### src/inc/vrf_pkg.sv
// Shared constants for the VPS readout and status flag block.
// Assumes one 10 MHz system clock and a synchronous active-low reset.
package vrf_pkg;
  localparam int unsigned VRF_BYTE_W      = 8;
  localparam int unsigned VRF_PTR_W       = 4;
  localparam int unsigned VRF_ACQ_BYTES   = 6;
  localparam int unsigned VRF_ACQ_W       = VRF_ACQ_BYTES * VRF_BYTE_W;
  localparam int unsigned VRF_FIFO_W      = VRF_ACQ_W + 1;
  localparam int unsigned VRF_FIFO_DEPTH  = 2;
  // Positions of VPS bytes inside the acquisition word, then of the error bit just above it
  localparam int unsigned VRF_POS_B5      = 0;
  localparam int unsigned VRF_POS_B11     = 8;
  localparam int unsigned VRF_POS_B12     = 16;
  localparam int unsigned VRF_POS_B13     = 24;
  localparam int unsigned VRF_POS_B14     = 32;
  localparam int unsigned VRF_POS_B15     = 40;
  localparam int unsigned VRF_POS_ERR     = 48;
  // Output byte pointer values
  localparam logic [3:0]  VRF_PTR_FIRST   = 4'h0;
  localparam logic [3:0]  VRF_PTR_LAST    = 4'hf;
  localparam logic [3:0]  VRF_IDX_B1      = 4'h0;
  localparam logic [3:0]  VRF_IDX_B2      = 4'h1;
  localparam logic [3:0]  VRF_IDX_B3      = 4'h2;
  localparam logic [3:0]  VRF_IDX_B4      = 4'h3;
  localparam logic [3:0]  VRF_IDX_B5      = 4'h4;
  localparam logic [3:0]  VRF_IDX_B6      = 4'h5;
  // Constant bytes and reset values
  localparam logic [7:0]  VRF_BYTE_ONES   = 8'hff;
  localparam logic [7:0]  VRF_BYTE_RST    = 8'h00;
  localparam logic [47:0] VRF_STORE_RST   = 48'h0000_0000_0000;
  localparam logic        VRF_VALID_LOW_RST = 1'b1;
  localparam logic        VRF_FIELD_RST   = 1'b0;
  // Slave address pairs
  localparam logic [6:0]  VRF_ADDR_LOW    = 7'h10;
  localparam logic [6:0]  VRF_ADDR_HIGH   = 7'h11;
  localparam logic [7:0]  VRF_WR_ADDR_LOW  = 8'h20;
  localparam logic [7:0]  VRF_RD_ADDR_LOW  = 8'h21;
  localparam logic [7:0]  VRF_WR_ADDR_HIGH = 8'h22;
  localparam logic [7:0]  VRF_RD_ADDR_HIGH = 8'h23;
endpackage : vrf_pkg

### src/vrf_buf2.sv
// Two-entry buffer with valid and ready on both sides.
// Assumes a single clock and a synchronous active-low reset.
module vrf_buf2 #(
  parameter int unsigned WIDTH = 49,
  parameter int unsigned DEPTH = 2
) (
  input  wire logic             clk_sys_i,
  input  wire logic             rst_b_i,
  input  wire logic [WIDTH-1:0] in_data_i,
  input  wire logic             in_valid_i,
  output logic                  in_ready_o,
  output logic      [WIDTH-1:0] out_data_o,
  output logic                  out_valid_o,
  input  wire logic             out_ready_i
);
  if (DEPTH != 2 || WIDTH < 1) begin : g_bad_param
    $error("vrf_buf2 supports exactly two entries");
  end

  logic [WIDTH-1:0] mem_reg [2];
  logic [WIDTH-1:0] mem_next [2];
  logic             wr_idx_reg, wr_idx_next;
  logic             rd_idx_reg, rd_idx_next;
  logic [1:0]       cnt_reg, cnt_next;
  logic             in_ready_reg, in_ready_next;
  logic             push, pop;

  assign in_ready_o  = in_ready_reg;
  assign out_valid_o = (cnt_reg != 2'h0);
  assign out_data_o  = mem_reg[rd_idx_reg];

  always_comb begin
    push        = in_valid_i && in_ready_o;
    pop         = out_valid_o && out_ready_i;
    mem_next    = mem_reg;
    wr_idx_next = wr_idx_reg;
    rd_idx_next = rd_idx_reg;
    cnt_next    = cnt_reg;
    if (push) begin
      mem_next[wr_idx_reg] = in_data_i;
      wr_idx_next          = ~wr_idx_reg;
    end
    if (pop) begin
      rd_idx_next = ~rd_idx_reg;
    end
    if (push && !pop) begin
      cnt_next = cnt_reg + 2'h1;
    end else if (pop && !push) begin
      cnt_next = cnt_reg - 2'h1;
    end
    in_ready_next = (cnt_next != 2'h2);
  end

  always_ff @(posedge clk_sys_i) begin
    if (!rst_b_i) begin
      mem_reg[0] <= '0;
      mem_reg[1] <= '0;
      wr_idx_reg <= 1'b0;
      rd_idx_reg <= 1'b0;
      cnt_reg    <= 2'h0;
      in_ready_reg <= 1'b0;
    end else begin
      mem_reg    <= mem_next;
      wr_idx_reg <= wr_idx_next;
      rd_idx_reg <= rd_idx_next;
      cnt_reg    <= cnt_next;
      in_ready_reg <= in_ready_next;
    end
  end
endmodule : vrf_buf2

### src/vrf_readout.sv
// VPS readout byte mapping, transfer store and status flags.
// Assumes I2C framing and line timing logic on the same clock deliver
// one-cycle event pulses; the two pins are asynchronous.

// Functional notes
// [RQ1] Byte 5 is VPS byte 5 reversed
// [RQ2] Byte 6 is VPS byte 15 reversed
// [RQ3] Byte 7 reads as all ones
// [RQ4] Valid flag falls on valid line data
// [RQ5] Valid flag rises at line start
// [RQ6] Valid flag high after reset and no-ack
// [RQ7] Field flag rises at first field
// [RQ8] Field flag falls at second field
// [RQ9] Test mode: flags mirror address select
// [RQ10] Bytes 1-4 are VPS 11-14 reversed
// [RQ11] Start resets pointer, ack advances it
// [RQ12] Store only error-free data when idle
// [RQ13] Address select picks slave address pair
module vrf_readout
  import vrf_pkg::*;
(
  input  wire logic                         clk_sys_i,
  input  wire logic                         rst_b_i,
  input  wire logic                         address_select_pin_i,
  input  wire logic                         test_mode_pin_i,
  input  wire logic                         i2c_start_i,
  input  wire logic                         master_ack_i,
  input  wire logic                         master_no_ack_i,
  input  wire logic                         i2c_busy_i,
  input  wire logic                         line16_start_i,
  input  wire logic                         field1_start_i,
  input  wire logic                         field2_start_i,
  input  wire logic [vrf_pkg::VRF_ACQ_W-1:0] acq_data_i,
  input  wire logic                         acq_err_i,
  input  wire logic                         acq_valid_i,
  output logic                              acq_ready_o,
  output logic      [vrf_pkg::VRF_BYTE_W-1:0] rd_byte_o,
  output logic      [vrf_pkg::VRF_PTR_W-1:0] rd_ptr_o,
  output logic      [7:0]                   wr_addr_o,
  output logic      [7:0]                   rd_addr_o,
  output logic                              vps_valid_low_flag_o,
  output logic                              first_field_flag_o
);
  import vrf_pkg::*;

  // Bit order reversal of one byte
  function automatic logic [7:0] rev8(input logic [7:0] b);
    logic [7:0] r;
    r = 8'h00;
    for (int i = 0; i < 8; i++) begin
      r[7-i] = b[i];
    end
    return r;
  endfunction : rev8

  // Slave address for the select level and direction
  function automatic logic [7:0] slave_addr(input logic sel, input logic rd);
    logic [7:0] a;
    if (sel) begin
      a = rd ? VRF_RD_ADDR_HIGH : VRF_WR_ADDR_HIGH; // RQ13
    end else begin
      a = rd ? VRF_RD_ADDR_LOW : VRF_WR_ADDR_LOW; // RQ13
    end
    return a;
  endfunction : slave_addr

  // Refuse sizes the byte map and buffer cannot serve
  if (VRF_ACQ_BYTES != 6 || VRF_BYTE_W != 8) begin : g_bad_map
    $error("vrf_readout needs six 8-bit acquisition bytes");
  end
  if (VRF_PTR_W != 4 || VRF_FIFO_DEPTH != 2) begin : g_bad_ptr
    $error("vrf_readout needs a 4-bit pointer and two buffer entries");
  end

  // Pin synchronisers
  logic [1:0] cs_sync_reg, cs_sync_next;
  logic [1:0] tm_sync_reg, tm_sync_next;
  logic       cs_s, tm_s;

  // Buffer between acquisition and transfer store
  logic [VRF_FIFO_W-1:0] buf_dout;
  logic                  buf_valid;
  logic                  buf_ready;
  logic                  buf_in_ready;

  // Block state
  logic [VRF_ACQ_W-1:0]  store_reg, store_next;
  logic [VRF_PTR_W-1:0]  ptr_reg, ptr_next;
  logic [7:0]            byte_reg, byte_next;
  logic                  valid_low_reg, valid_low_next;
  logic                  field_reg, field_next;
  logic                  out_valid_reg, out_valid_next;
  logic                  out_field_reg, out_field_next;
  logic [7:0]            wr_addr_reg, wr_addr_next;
  logic [7:0]            rd_addr_reg, rd_addr_next;
  logic                  store_en;

  vrf_buf2 #(
    .WIDTH (VRF_FIFO_W),
    .DEPTH (VRF_FIFO_DEPTH)
  ) u_buf (
    .clk_sys_i   (clk_sys_i),
    .rst_b_i     (rst_b_i),
    .in_data_i   ({acq_err_i, acq_data_i}),
    .in_valid_i  (acq_valid_i),
    .in_ready_o  (buf_in_ready),
    .out_data_o  (buf_dout),
    .out_valid_o (buf_valid),
    .out_ready_i (buf_ready)
  );

  assign cs_s      = cs_sync_reg[1];
  assign tm_s      = tm_sync_reg[1];
  assign buf_ready = !i2c_busy_i; // RQ12
  assign store_en  = buf_valid && buf_ready && !buf_dout[VRF_POS_ERR]; // RQ12

  always_comb begin
    cs_sync_next = {cs_sync_reg[0], address_select_pin_i};
    tm_sync_next = {tm_sync_reg[0], test_mode_pin_i};
  end

  always_comb begin
    store_next = store_reg;
    if (store_en) begin
      store_next = buf_dout[VRF_ACQ_W-1:0]; // RQ12
    end
  end

  // Output byte pointer
  always_comb begin
    ptr_next = ptr_reg;
    if (i2c_start_i) begin
      ptr_next = VRF_PTR_FIRST; // RQ11
    end else if (master_ack_i && ptr_reg != VRF_PTR_LAST) begin
      ptr_next = ptr_reg + 4'h1; // RQ11
    end
  end

  // Status flags
  always_comb begin
    valid_low_next = valid_low_reg;
    field_next     = field_reg;
    if (master_no_ack_i) begin
      valid_low_next = 1'b1; // RQ6
    end else if (line16_start_i) begin
      valid_low_next = 1'b1; // RQ5
    end else if (store_en) begin
      valid_low_next = 1'b0; // RQ4
    end
    if (field1_start_i) begin
      field_next = 1'b1; // RQ7
    end else if (field2_start_i) begin
      field_next = 1'b0; // RQ8
    end
  end

  always_comb begin
    case (ptr_next)
      VRF_IDX_B1: byte_next = rev8(store_next[VRF_POS_B11 +: 8]); // RQ10
      VRF_IDX_B2: byte_next = rev8(store_next[VRF_POS_B12 +: 8]); // RQ10
      VRF_IDX_B3: byte_next = rev8(store_next[VRF_POS_B13 +: 8]); // RQ10
      VRF_IDX_B4: byte_next = rev8(store_next[VRF_POS_B14 +: 8]); // RQ10
      VRF_IDX_B5: byte_next = rev8(store_next[VRF_POS_B5 +: 8]); // RQ1
      VRF_IDX_B6: byte_next = rev8(store_next[VRF_POS_B15 +: 8]); // RQ2
      default:    byte_next = VRF_BYTE_ONES; // RQ3
    endcase
  end

  // Pin outputs, flags overridden in test mode
  always_comb begin
    out_valid_next = tm_s ? cs_s : valid_low_next; // RQ9
    out_field_next = tm_s ? cs_s : field_next; // RQ9
    wr_addr_next   = slave_addr(cs_s, 1'b0); // RQ13
    rd_addr_next   = slave_addr(cs_s, 1'b1); // RQ13
  end

  // Synchroniser registers
  always_ff @(posedge clk_sys_i) begin
    if (!rst_b_i) begin
      cs_sync_reg <= 2'h0;
      tm_sync_reg <= 2'h0;
    end else begin
      cs_sync_reg <= cs_sync_next;
      tm_sync_reg <= tm_sync_next;
    end
  end

  // Store register
  always_ff @(posedge clk_sys_i) begin
    if (!rst_b_i) begin
      store_reg <= VRF_STORE_RST;
    end else begin
      store_reg <= store_next;
    end
  end

  // Pointer register
  always_ff @(posedge clk_sys_i) begin
    if (!rst_b_i) begin
      ptr_reg <= VRF_PTR_FIRST;
    end else begin
      ptr_reg <= ptr_next;
    end
  end

  // Flag registers
  always_ff @(posedge clk_sys_i) begin
    if (!rst_b_i) begin
      valid_low_reg <= VRF_VALID_LOW_RST; // RQ6
      field_reg     <= VRF_FIELD_RST;
    end else begin
      valid_low_reg <= valid_low_next;
      field_reg     <= field_next;
    end
  end

  // Read byte register
  always_ff @(posedge clk_sys_i) begin
    if (!rst_b_i) begin
      byte_reg <= VRF_BYTE_RST;
    end else begin
      byte_reg <= byte_next;
    end
  end

  // Pin output registers
  always_ff @(posedge clk_sys_i) begin
    if (!rst_b_i) begin
      out_valid_reg <= VRF_VALID_LOW_RST; // RQ6
      out_field_reg <= VRF_FIELD_RST;
      wr_addr_reg   <= VRF_WR_ADDR_LOW;
      rd_addr_reg   <= VRF_RD_ADDR_LOW;
    end else begin
      out_valid_reg <= out_valid_next;
      out_field_reg <= out_field_next;
      wr_addr_reg   <= wr_addr_next;
      rd_addr_reg   <= rd_addr_next;
    end
  end

  assign acq_ready_o          = buf_in_ready;
  assign rd_byte_o            = byte_reg;
  assign rd_ptr_o             = ptr_reg;
  assign wr_addr_o            = wr_addr_reg;
  assign rd_addr_o            = rd_addr_reg;
  assign vps_valid_low_flag_o = out_valid_reg;
  assign first_field_flag_o   = out_field_reg;
endmodule : vrf_readout

### config.mk
export PLATFORM = sky130hd
export DESIGN_NAME = vrf_readout
export DESIGN_NICKNAME = d
export VERILOG_FILES = /design/src/inc/vrf_pkg.sv /design/src/vrf_buf2.sv /design/src/vrf_readout.sv
export SDC_FILE = /design/constraint.sdc
export NUM_CORES = 1
export LEC_CHECK = 0
export ABC_CLOCK_PERIOD_IN_PS = 2600
export BUFFER_PORTS_ARGS = -buffer_cell sky130_fd_sc_hd__clkbuf_2
export CAP_MARGIN = 40
export CORE_MARGIN = 1.5
export CORE_UTILIZATION = 58
export DETAILED_ROUTE_END_ITERATION = 6
export HOLD_SLACK_MARGIN = 0.08
export PLACE_DENSITY = 0.84
export SKIP_LAST_GASP = 1
export SLEW_MARGIN = 40
export SYNTH_ARGS = -nofsm -noshare
export SYNTH_HDL_FRONTEND = slang
export SYNTH_SLANG_ARGS = --single-unit
### constraint.sdc
create_clock -name clk_sys_i -period 2.6 [get_ports clk_sys_i]
set_clock_uncertainty 0.1 [all_clocks]
set_input_delay 0.39 -clock clk_sys_i [delete_from_list [all_inputs] [get_ports clk_sys_i]]
set_output_delay 0.39 -clock clk_sys_i [all_outputs]
set_load 0.005 [all_outputs]
==> results of run 1 <==
-- kinds of logic after synthesis --
group / count (synthesis) / share of synthesized area, %
flip-flops: 172 / 47.2
AO/OA/AOI/OAI: 213 / 16.8
buffers and inverters: 86 / 6.18
adder cells (fa/ha/maj): 2 / 0.343
multiplexers: 65 / 9.32
AND/OR/NAND/NOR: 344 / 19.8
other: 2 / 0.103
XOR/XNOR: 2 / 0.240
-- metal layers --
metal	up-vias	routed length [um]	track usage (%)
met3	32	928	5.96
met5	-	0	0
met4	0	361	9.63
li1	3068	-	-
met1	2953	7760	36.0
met2	189	8220	44.3
-- worst min-delay path, delay by kind of cell --
family | cells | cell delay [ns]
buffers and inverters | 1 | 0.09
AND/OR/NAND/NOR | 2 | 0.11
-- through the flow --
stage	hold slack [ns]	cells	utilization, %	setup WS (ns)	instance area, um2
floorplan	0.312	898	-	0.471	7340
CTS	0.0806	1114	68.3	0.209	8280
global route	0.0867	1114	68.3	0.0151	8280
global placement	0.315	1081	63.6	0.305	7700
detailed placement	0.323	1081	63.6	0.225	7700
finish	0.0905	1114	68.3	0.192	8280
-- layout make-up --
type | instances | area share (%)
multi-input cells | 640 | 41.7
clock buffers | 23 | 5.65
flip-flops and latches | 172 | 41.6
repair buffers | 100 | 7.47
well taps | 168 | 2.54
inverters | 5 | 0.257
clock inverters | 6 | 0.801
-- synthesized netlist by cell type, types with 3 or more instances --
cell type,instances
clkbuf_1,42
nor3_1,26
or2_2,4
o21ai_0,24
o211ai_1,3
a21oi_1,139
buf_6,6
mux2_2,3
inv_1,4
buf_4,19
nand2b_1,3
a211o_1,7
a221oi_1,6
and2_1,6
mux2i_1,60
nand2_1,220
nand3_1,5
nor2_1,62
buf_2,9
buf_1,5
o22ai_1,12
nor2b_1,4
o21ai_1,7
dfxtp_1,172
-- worst min path at each step --
stage / start / endpoint / slack, ns / depth (start not counted)
3_5_place_dp: cs_sync_reg[0] / cs_sync_reg[1] / 0.32 / 1
4_1_cts: acq_data_i[10] / u_buf.mem_reg[10] / 0.08 / 3
2_1_floorplan: cs_sync_reg[0] / cs_sync_reg[1] / 0.31 / 1
3_3_place_gp: tm_sync_reg[0] / tm_sync_reg[1] / 0.31 / 1
5_1_grt: acq_data_i[14] / u_buf.mem_reg[14] / 0.09 / 3
6_report: field1_start_i / field_reg / 0.09 / 3
-- report_power, final --
| group | total, mW | internal (mW) | switching [mW] |
|---|---|---|---|
| clock | 2.34 | 1.35 | 0.985 |
| combinational | 1.42 | 0.541 | 0.877 |
| sequential | 3.01 | 2.87 | 0.142 |
| total | 6.77 | 4.76 | 2.00 |
==> results.py, run 1 <==
metrics = {
    "drt": {
        "drc": 0,
        "antenna_left": 0,
        "drtIter0Drc": 622,
        "drt_wl_total_mm": 17.3,
        "wire_per_inst_um": 15.5,
        "vias": 6242,
        "first_pass_iters": 5,
        "via_per_inst": 5.60,
    },
    "worst_hold_path": {
        "hold_class": "in -> reg",
    },
    "timing": {
        "fmax_ghz": 0.415,
        "slew_headroom_pct": 53.2,
        "finalSetupTns_ns": 0,
        "hold_viol_final": 0,
        "worstMarginPinSlew_ns": 0.702,
        "slew_violations": 0,
        "fin_crit_sh_pct": 92.6,
        "setup_viol": 0,
        "rsz0062_at_grt": "false",
        "fin_crit_ns": 2.41,
    },
    "power": {
        "ir_worst_vdd_v": 0.000487,
        "p_leak_nw": 3.11,
        "totalPowerFinal_mw": 6.77,
        "power_density_mw_per_mm2": 818,
    },
    "final_layout": {
        "syn_to_final_growth_pct": 13.5,
        "regArea_mm2": 0.00344,
        "final_cell_mix": "220 x nand2_1, 171 x dfxtp_1, 139 x a21oi_1",
        "fillers": 1031,
        "diodes": 0,
        "final_layout_size_suffix_gt1_share_pct": 15.6,
        "largest_reg_flops": 98,
        "final_common_cell": "nand2_1",
        "fin_nets": 999,
        "multi_input_area_mm2": 0.00345,
    },
    "critical_path": {
        "critical_path.endpoint_type": "register",
        "ff2ff_path_depth": 7,
        "rr_endpoint": "rd_byte_o[4]",
        "cp.depth": 7,
        "critical_path.startpoint": "rd_ptr_o[0]",
        "crit_end": "rd_byte_o[4]",
        "slowest_stage": "dfxtp_1",
        "crit_fanout": 13,
        "reg2reg_from": "rd_ptr_o[0]",
        "start_kind": "register",
        "critPathKind": "reg -> reg",
        "cp.arrival_ns": 2.61,
        "worst_path_dominant_cell_family": "compound AO/OA/AOI/OAI gates",
        "cp.required_ns": 2.80,
        "critical-path-max-stage-delay_ns": 0.47,
        "path_buf_inv": 0,
        "worstPathCellList": "ha_1, nand3_2, and3b_4, a22oi_4, o22ai_1, a221oi_1, o21ai_1",
        "r2r_slack_ns": 0.19,
    },
    "clock_network": {
        "ctsHoldBuffers": 4,
        "cts_root_buffer": "clkbuf_16",
        "cts_sinks": 172,
        "numCtsBuffers": 17,
        "h-tree-depth": 4,
        "clockBufferDepth": 2,
        "clkLatencyLatePin_ns": 0.43,
        "cts_resized": 0,
        "cts_tree": "built",
        "postCtsSetupBuffers": 0,
        "clk_pin_slew_worst_paths_ns": 0.06,
    },
    "grt": {
        "grt_pass1_vias": 5808,
        "track_usage_pct": 27.3,
        "grt.overflow.total": 0,
        "grt_max_degree": 71,
        "antenna_found_initial": 0,
        "grt_pass1_wl_mm": 28.2,
    },
    "floorplanning": {
        "start_util_pct": 60.2,
        "io-pin-count": 92,
        "die_h_um": 115,
        "die-area_mm2": 0.0133,
        "dieWidth_um": 115,
        "core.rowCount": 40,
        "core_mm2": 0.0121,
    },
    "synth": {
        "synth_cells": 886,
        "synthTopCellsByArea": "dfxtp_1 47%, nand2_1 11%, a21oi_1 9.5%",
        "ys_types": 53,
        "synth.avg_cell_area_um2": 8.23,
        "ys_ff_latch": 172,
        "yosys.area.top_type": "dfxtp_1",
        "synth_warnings": 0,
        "yosysSeqAreaShare_pct": 47.2,
        "syn_area_mm2": 0.00729,
        "async_flop_share_pct": 0,
        "synth_edf_count": 0,
        "synth_top_area_share_pct": 47.2,
        "ys.flop_type": "dfxtp_1",
    },
    "placement": {
        "port_buffers": 77,
        "dp.final_hpwl_mm": 11.2,
        "place.gp.congestion": 0.852,
    },
    "run_status": {
        "outcome": "completed",
    },
    "job": {
        "maxCapViolCount": 0,
    },
}
Power figures use the tool's default switching activity.
==> inputs of run 2 (changes only) <==
--- a/config.mk
+++ b/config.mk
@@ -12,7 +12,8 @@
 export CORE_UTILIZATION = 58
 export DETAILED_ROUTE_END_ITERATION = 6
 export HOLD_SLACK_MARGIN = 0.08
-export PLACE_DENSITY = 0.84
+export PLACE_DENSITY = 0.81
+export REMOVE_ABC_BUFFERS = 1
 export SKIP_LAST_GASP = 1
 export SLEW_MARGIN = 40
 export SYNTH_ARGS = -nofsm -noshare
==> run 2 against run 1 <==
  * Design area rose by 2.6%
  * Worst hold slack improved by 0.00083 ns
  * Fmax rose by 0.67%
  * Critical path depth did not move
  * Via count fell by 0.53%
  * Sequential power barely moved
  * Power rose by 7.5%
  * Cell count rose by 0.81%
  * Count of clock-buffer cells in the layout fell by 3
==> results.py, run 2 (synthesis gave the netlist of run 1 again) <==
metrics = {
    "run_status": {
        "outcome": "completed",
    },
    "worst_hold_path": {
        "hold_class": "in -> reg",
        "worstHoldEndpoint": "u_buf.mem_reg[52]",
        "hp-start": "acq_data_i[3]",
        "min_path_cells": 3,
    },
    "clock_network": {
        "h-tree-depth": 4,
        "clockBufferDepth": 2,
        "clk_pin_slew_worst_paths_ns": 0.06,
        "cts_sinks": 172,
        "cts_root_buffer": "clkbuf_16",
        "postCtsSetupBuffers": 0,
        "cts_tree": "built",
        "clkLatencyLatePin_ns": 0.43,
        "numCtsBuffers": 17,
    },
    "final_layout": {
        "final_util_pct": 70.1,
        "diodes": 0,
        "final_common_cell": "nand2_1",
        "multi_input_area_mm2": 0.00346,
        "largest_reg_flops": 98,
        "fillers": 1019,
        "layout.cells.non_filler": 1123,
        "fin_nets": 1005,
        "regArea_mm2": 0.00344,
        "syn_to_final_growth_pct": 16.4,
        "final_layout_size_suffix_gt1_share_pct": 16.4,
        "final_cell_mix": "220 x nand2_1, 171 x dfxtp_1, 138 x a21oi_1",
    },
    "timing": {
        "fmax_ghz": 0.418,
        "fin_crit_sh_pct": 92.0,
        "setup_viol": 0,
        "setup_slack_ns": 0.208,
        "hold_viol_final": 0,
        "slew_violations": 0,
        "rsz0062_at_grt": "false",
        "slew_headroom_pct": 50.8,
        "worstMarginPinSlew_ns": 0.738,
        "fin_crit_ns": 2.39,
    },
    "power": {
        "power_density_mw_per_mm2": 857,
        "ir_worst_vdd_v": 0.000529,
        "p_leak_nw": 3.20,
        "totalPowerFinal_mw": 7.27,
    },
    "critical_path": {
        "cp.required_ns": 2.80,
        "start_kind": "register",
        "ff2ff_path_depth": 7,
        "slowest_stage": "dfxtp_1",
        "critical-path-max-stage-delay_ns": 0.44,
        "worst_path_dominant_cell_family": "compound AO/OA/AOI/OAI gates",
        "critical_path.endpoint_type": "register",
        "crit_fanout": 13,
        "path_buf_inv": 0,
        "worstPathCellList": "ha_1, nand3_2, and3b_4, a22oi_4, o22ai_1, a221oi_1, o21ai_1",
        "r2r_slack_ns": 0.21,
        "reg2reg_from": "rd_ptr_o[1]",
        "rr_endpoint": "rd_byte_o[7]",
        "critPathKind": "reg -> reg",
        "cp.arrival_ns": 2.59,
    },
    "placement": {
        "port_buffers": 77,
        "dp.final_hpwl_mm": 10.8,
        "pre_cts_ws_ns": 0.147,
        "dp.cells": 1084,
        "place.gp.congestion": 0.844,
    },
    "drt": {
        "via_per_inst": 5.53,
        "wire_per_inst_um": 14.8,
        "drtIter0Drc": 501,
        "vias": 6209,
        "drt_wl_total_mm": 16.7,
        "first_pass_iters": 5,
        "antenna_left": 0,
        "drc": 0,
    },
    "floorplanning": {
        "start_util_pct": 60.2,
        "core_mm2": 0.0121,
        "dieWidth_um": 115,
        "io-pin-count": 92,
        "die_h_um": 115,
        "core.rowCount": 40,
        "die-area_mm2": 0.0133,
    },
    "grt": {
        "grt_pass1_vias": 5851,
        "grt.overflow.total": 0,
        "grt_max_degree": 44,
        "grt_pass1_wl_mm": 27.5,
        "antenna_found_initial": 0,
        "track_usage_pct": 26.3,
    },
    "job": {
        "maxCapViolCount": 0,
    },
}
[run 2: repair_timing]
item / CTS / global route
gates resized for setup: 0 / 2
setup endpoints to repair: 0 / 7
hold buffers: 7 / 0
endpoints found under the hold margin: 7 / 0
[run 2: final cells by class]
class	count	share of cell area (%)
multi-input cells	640	40.8
well taps	168	2.48
flip-flops and latches	172	40.6
clock buffers	20	5.26
inverters	5	0.251
repair buffers	106	8.05
clock inverters	12	2.57
[run 2: worst reg2reg max path, cell delays in order, from the launching register on]
cell and delay [ns]:
dfxtp_1 0.44, ha_1 0.29, nand3_2 0.15, and3b_4 0.25, a22oi_4 0.40, o22ai_1 0.16, a221oi_1 0.38, o21ai_1 0.09
[run 2: worst max path at each step]
stage,start,to,slack (ns),depth (start not counted)
4_1_cts,rd_ptr_o[1],rd_byte_o[6],0.15,7
5_1_grt,rd_ptr_o[1],rd_byte_o[6],0.06,7
6_report,rd_ptr_o[1],rd_byte_o[7],0.21,7
2_1_floorplan,u_buf.rd_idx_reg,rd_byte_o[2],-1.72,6
3_3_place_gp,rd_ptr_o[1],rd_byte_o[4],0.21,7
3_5_place_dp,rd_ptr_o[1],rd_byte_o[6],0.15,7
[run 2: layer usage]
metal	global-route usage, %	share of wire, %	vias to the layer above
met5	0	0	-
met2	43.3	49	196
met4	10.7	2.0	0
met1	34.1	45	2908
li1	-	-	3077
met3	5.38	4.5	28
[run 2: through the flow]
stage          instance area, um2  hold WS, ns  TNS (ns)
2_1_floorplan                6900        0.312   -137.03
5_1_grt                      8490       0.0898         0
4_1_cts                      8480       0.0806         0
6_report                     8490       0.0913         0
3_5_place_dp                 7740        0.319         0
3_3_place_gp                 7740        0.316         0
[run 2: report_power, final]
group          leakage (nW)  switching (mW)  internal [mW]  total, mW
combinational          1.49           0.887          0.557       1.44
clock                 0.316            1.01           1.82       2.83
sequential             1.40           0.125           2.87       3.00
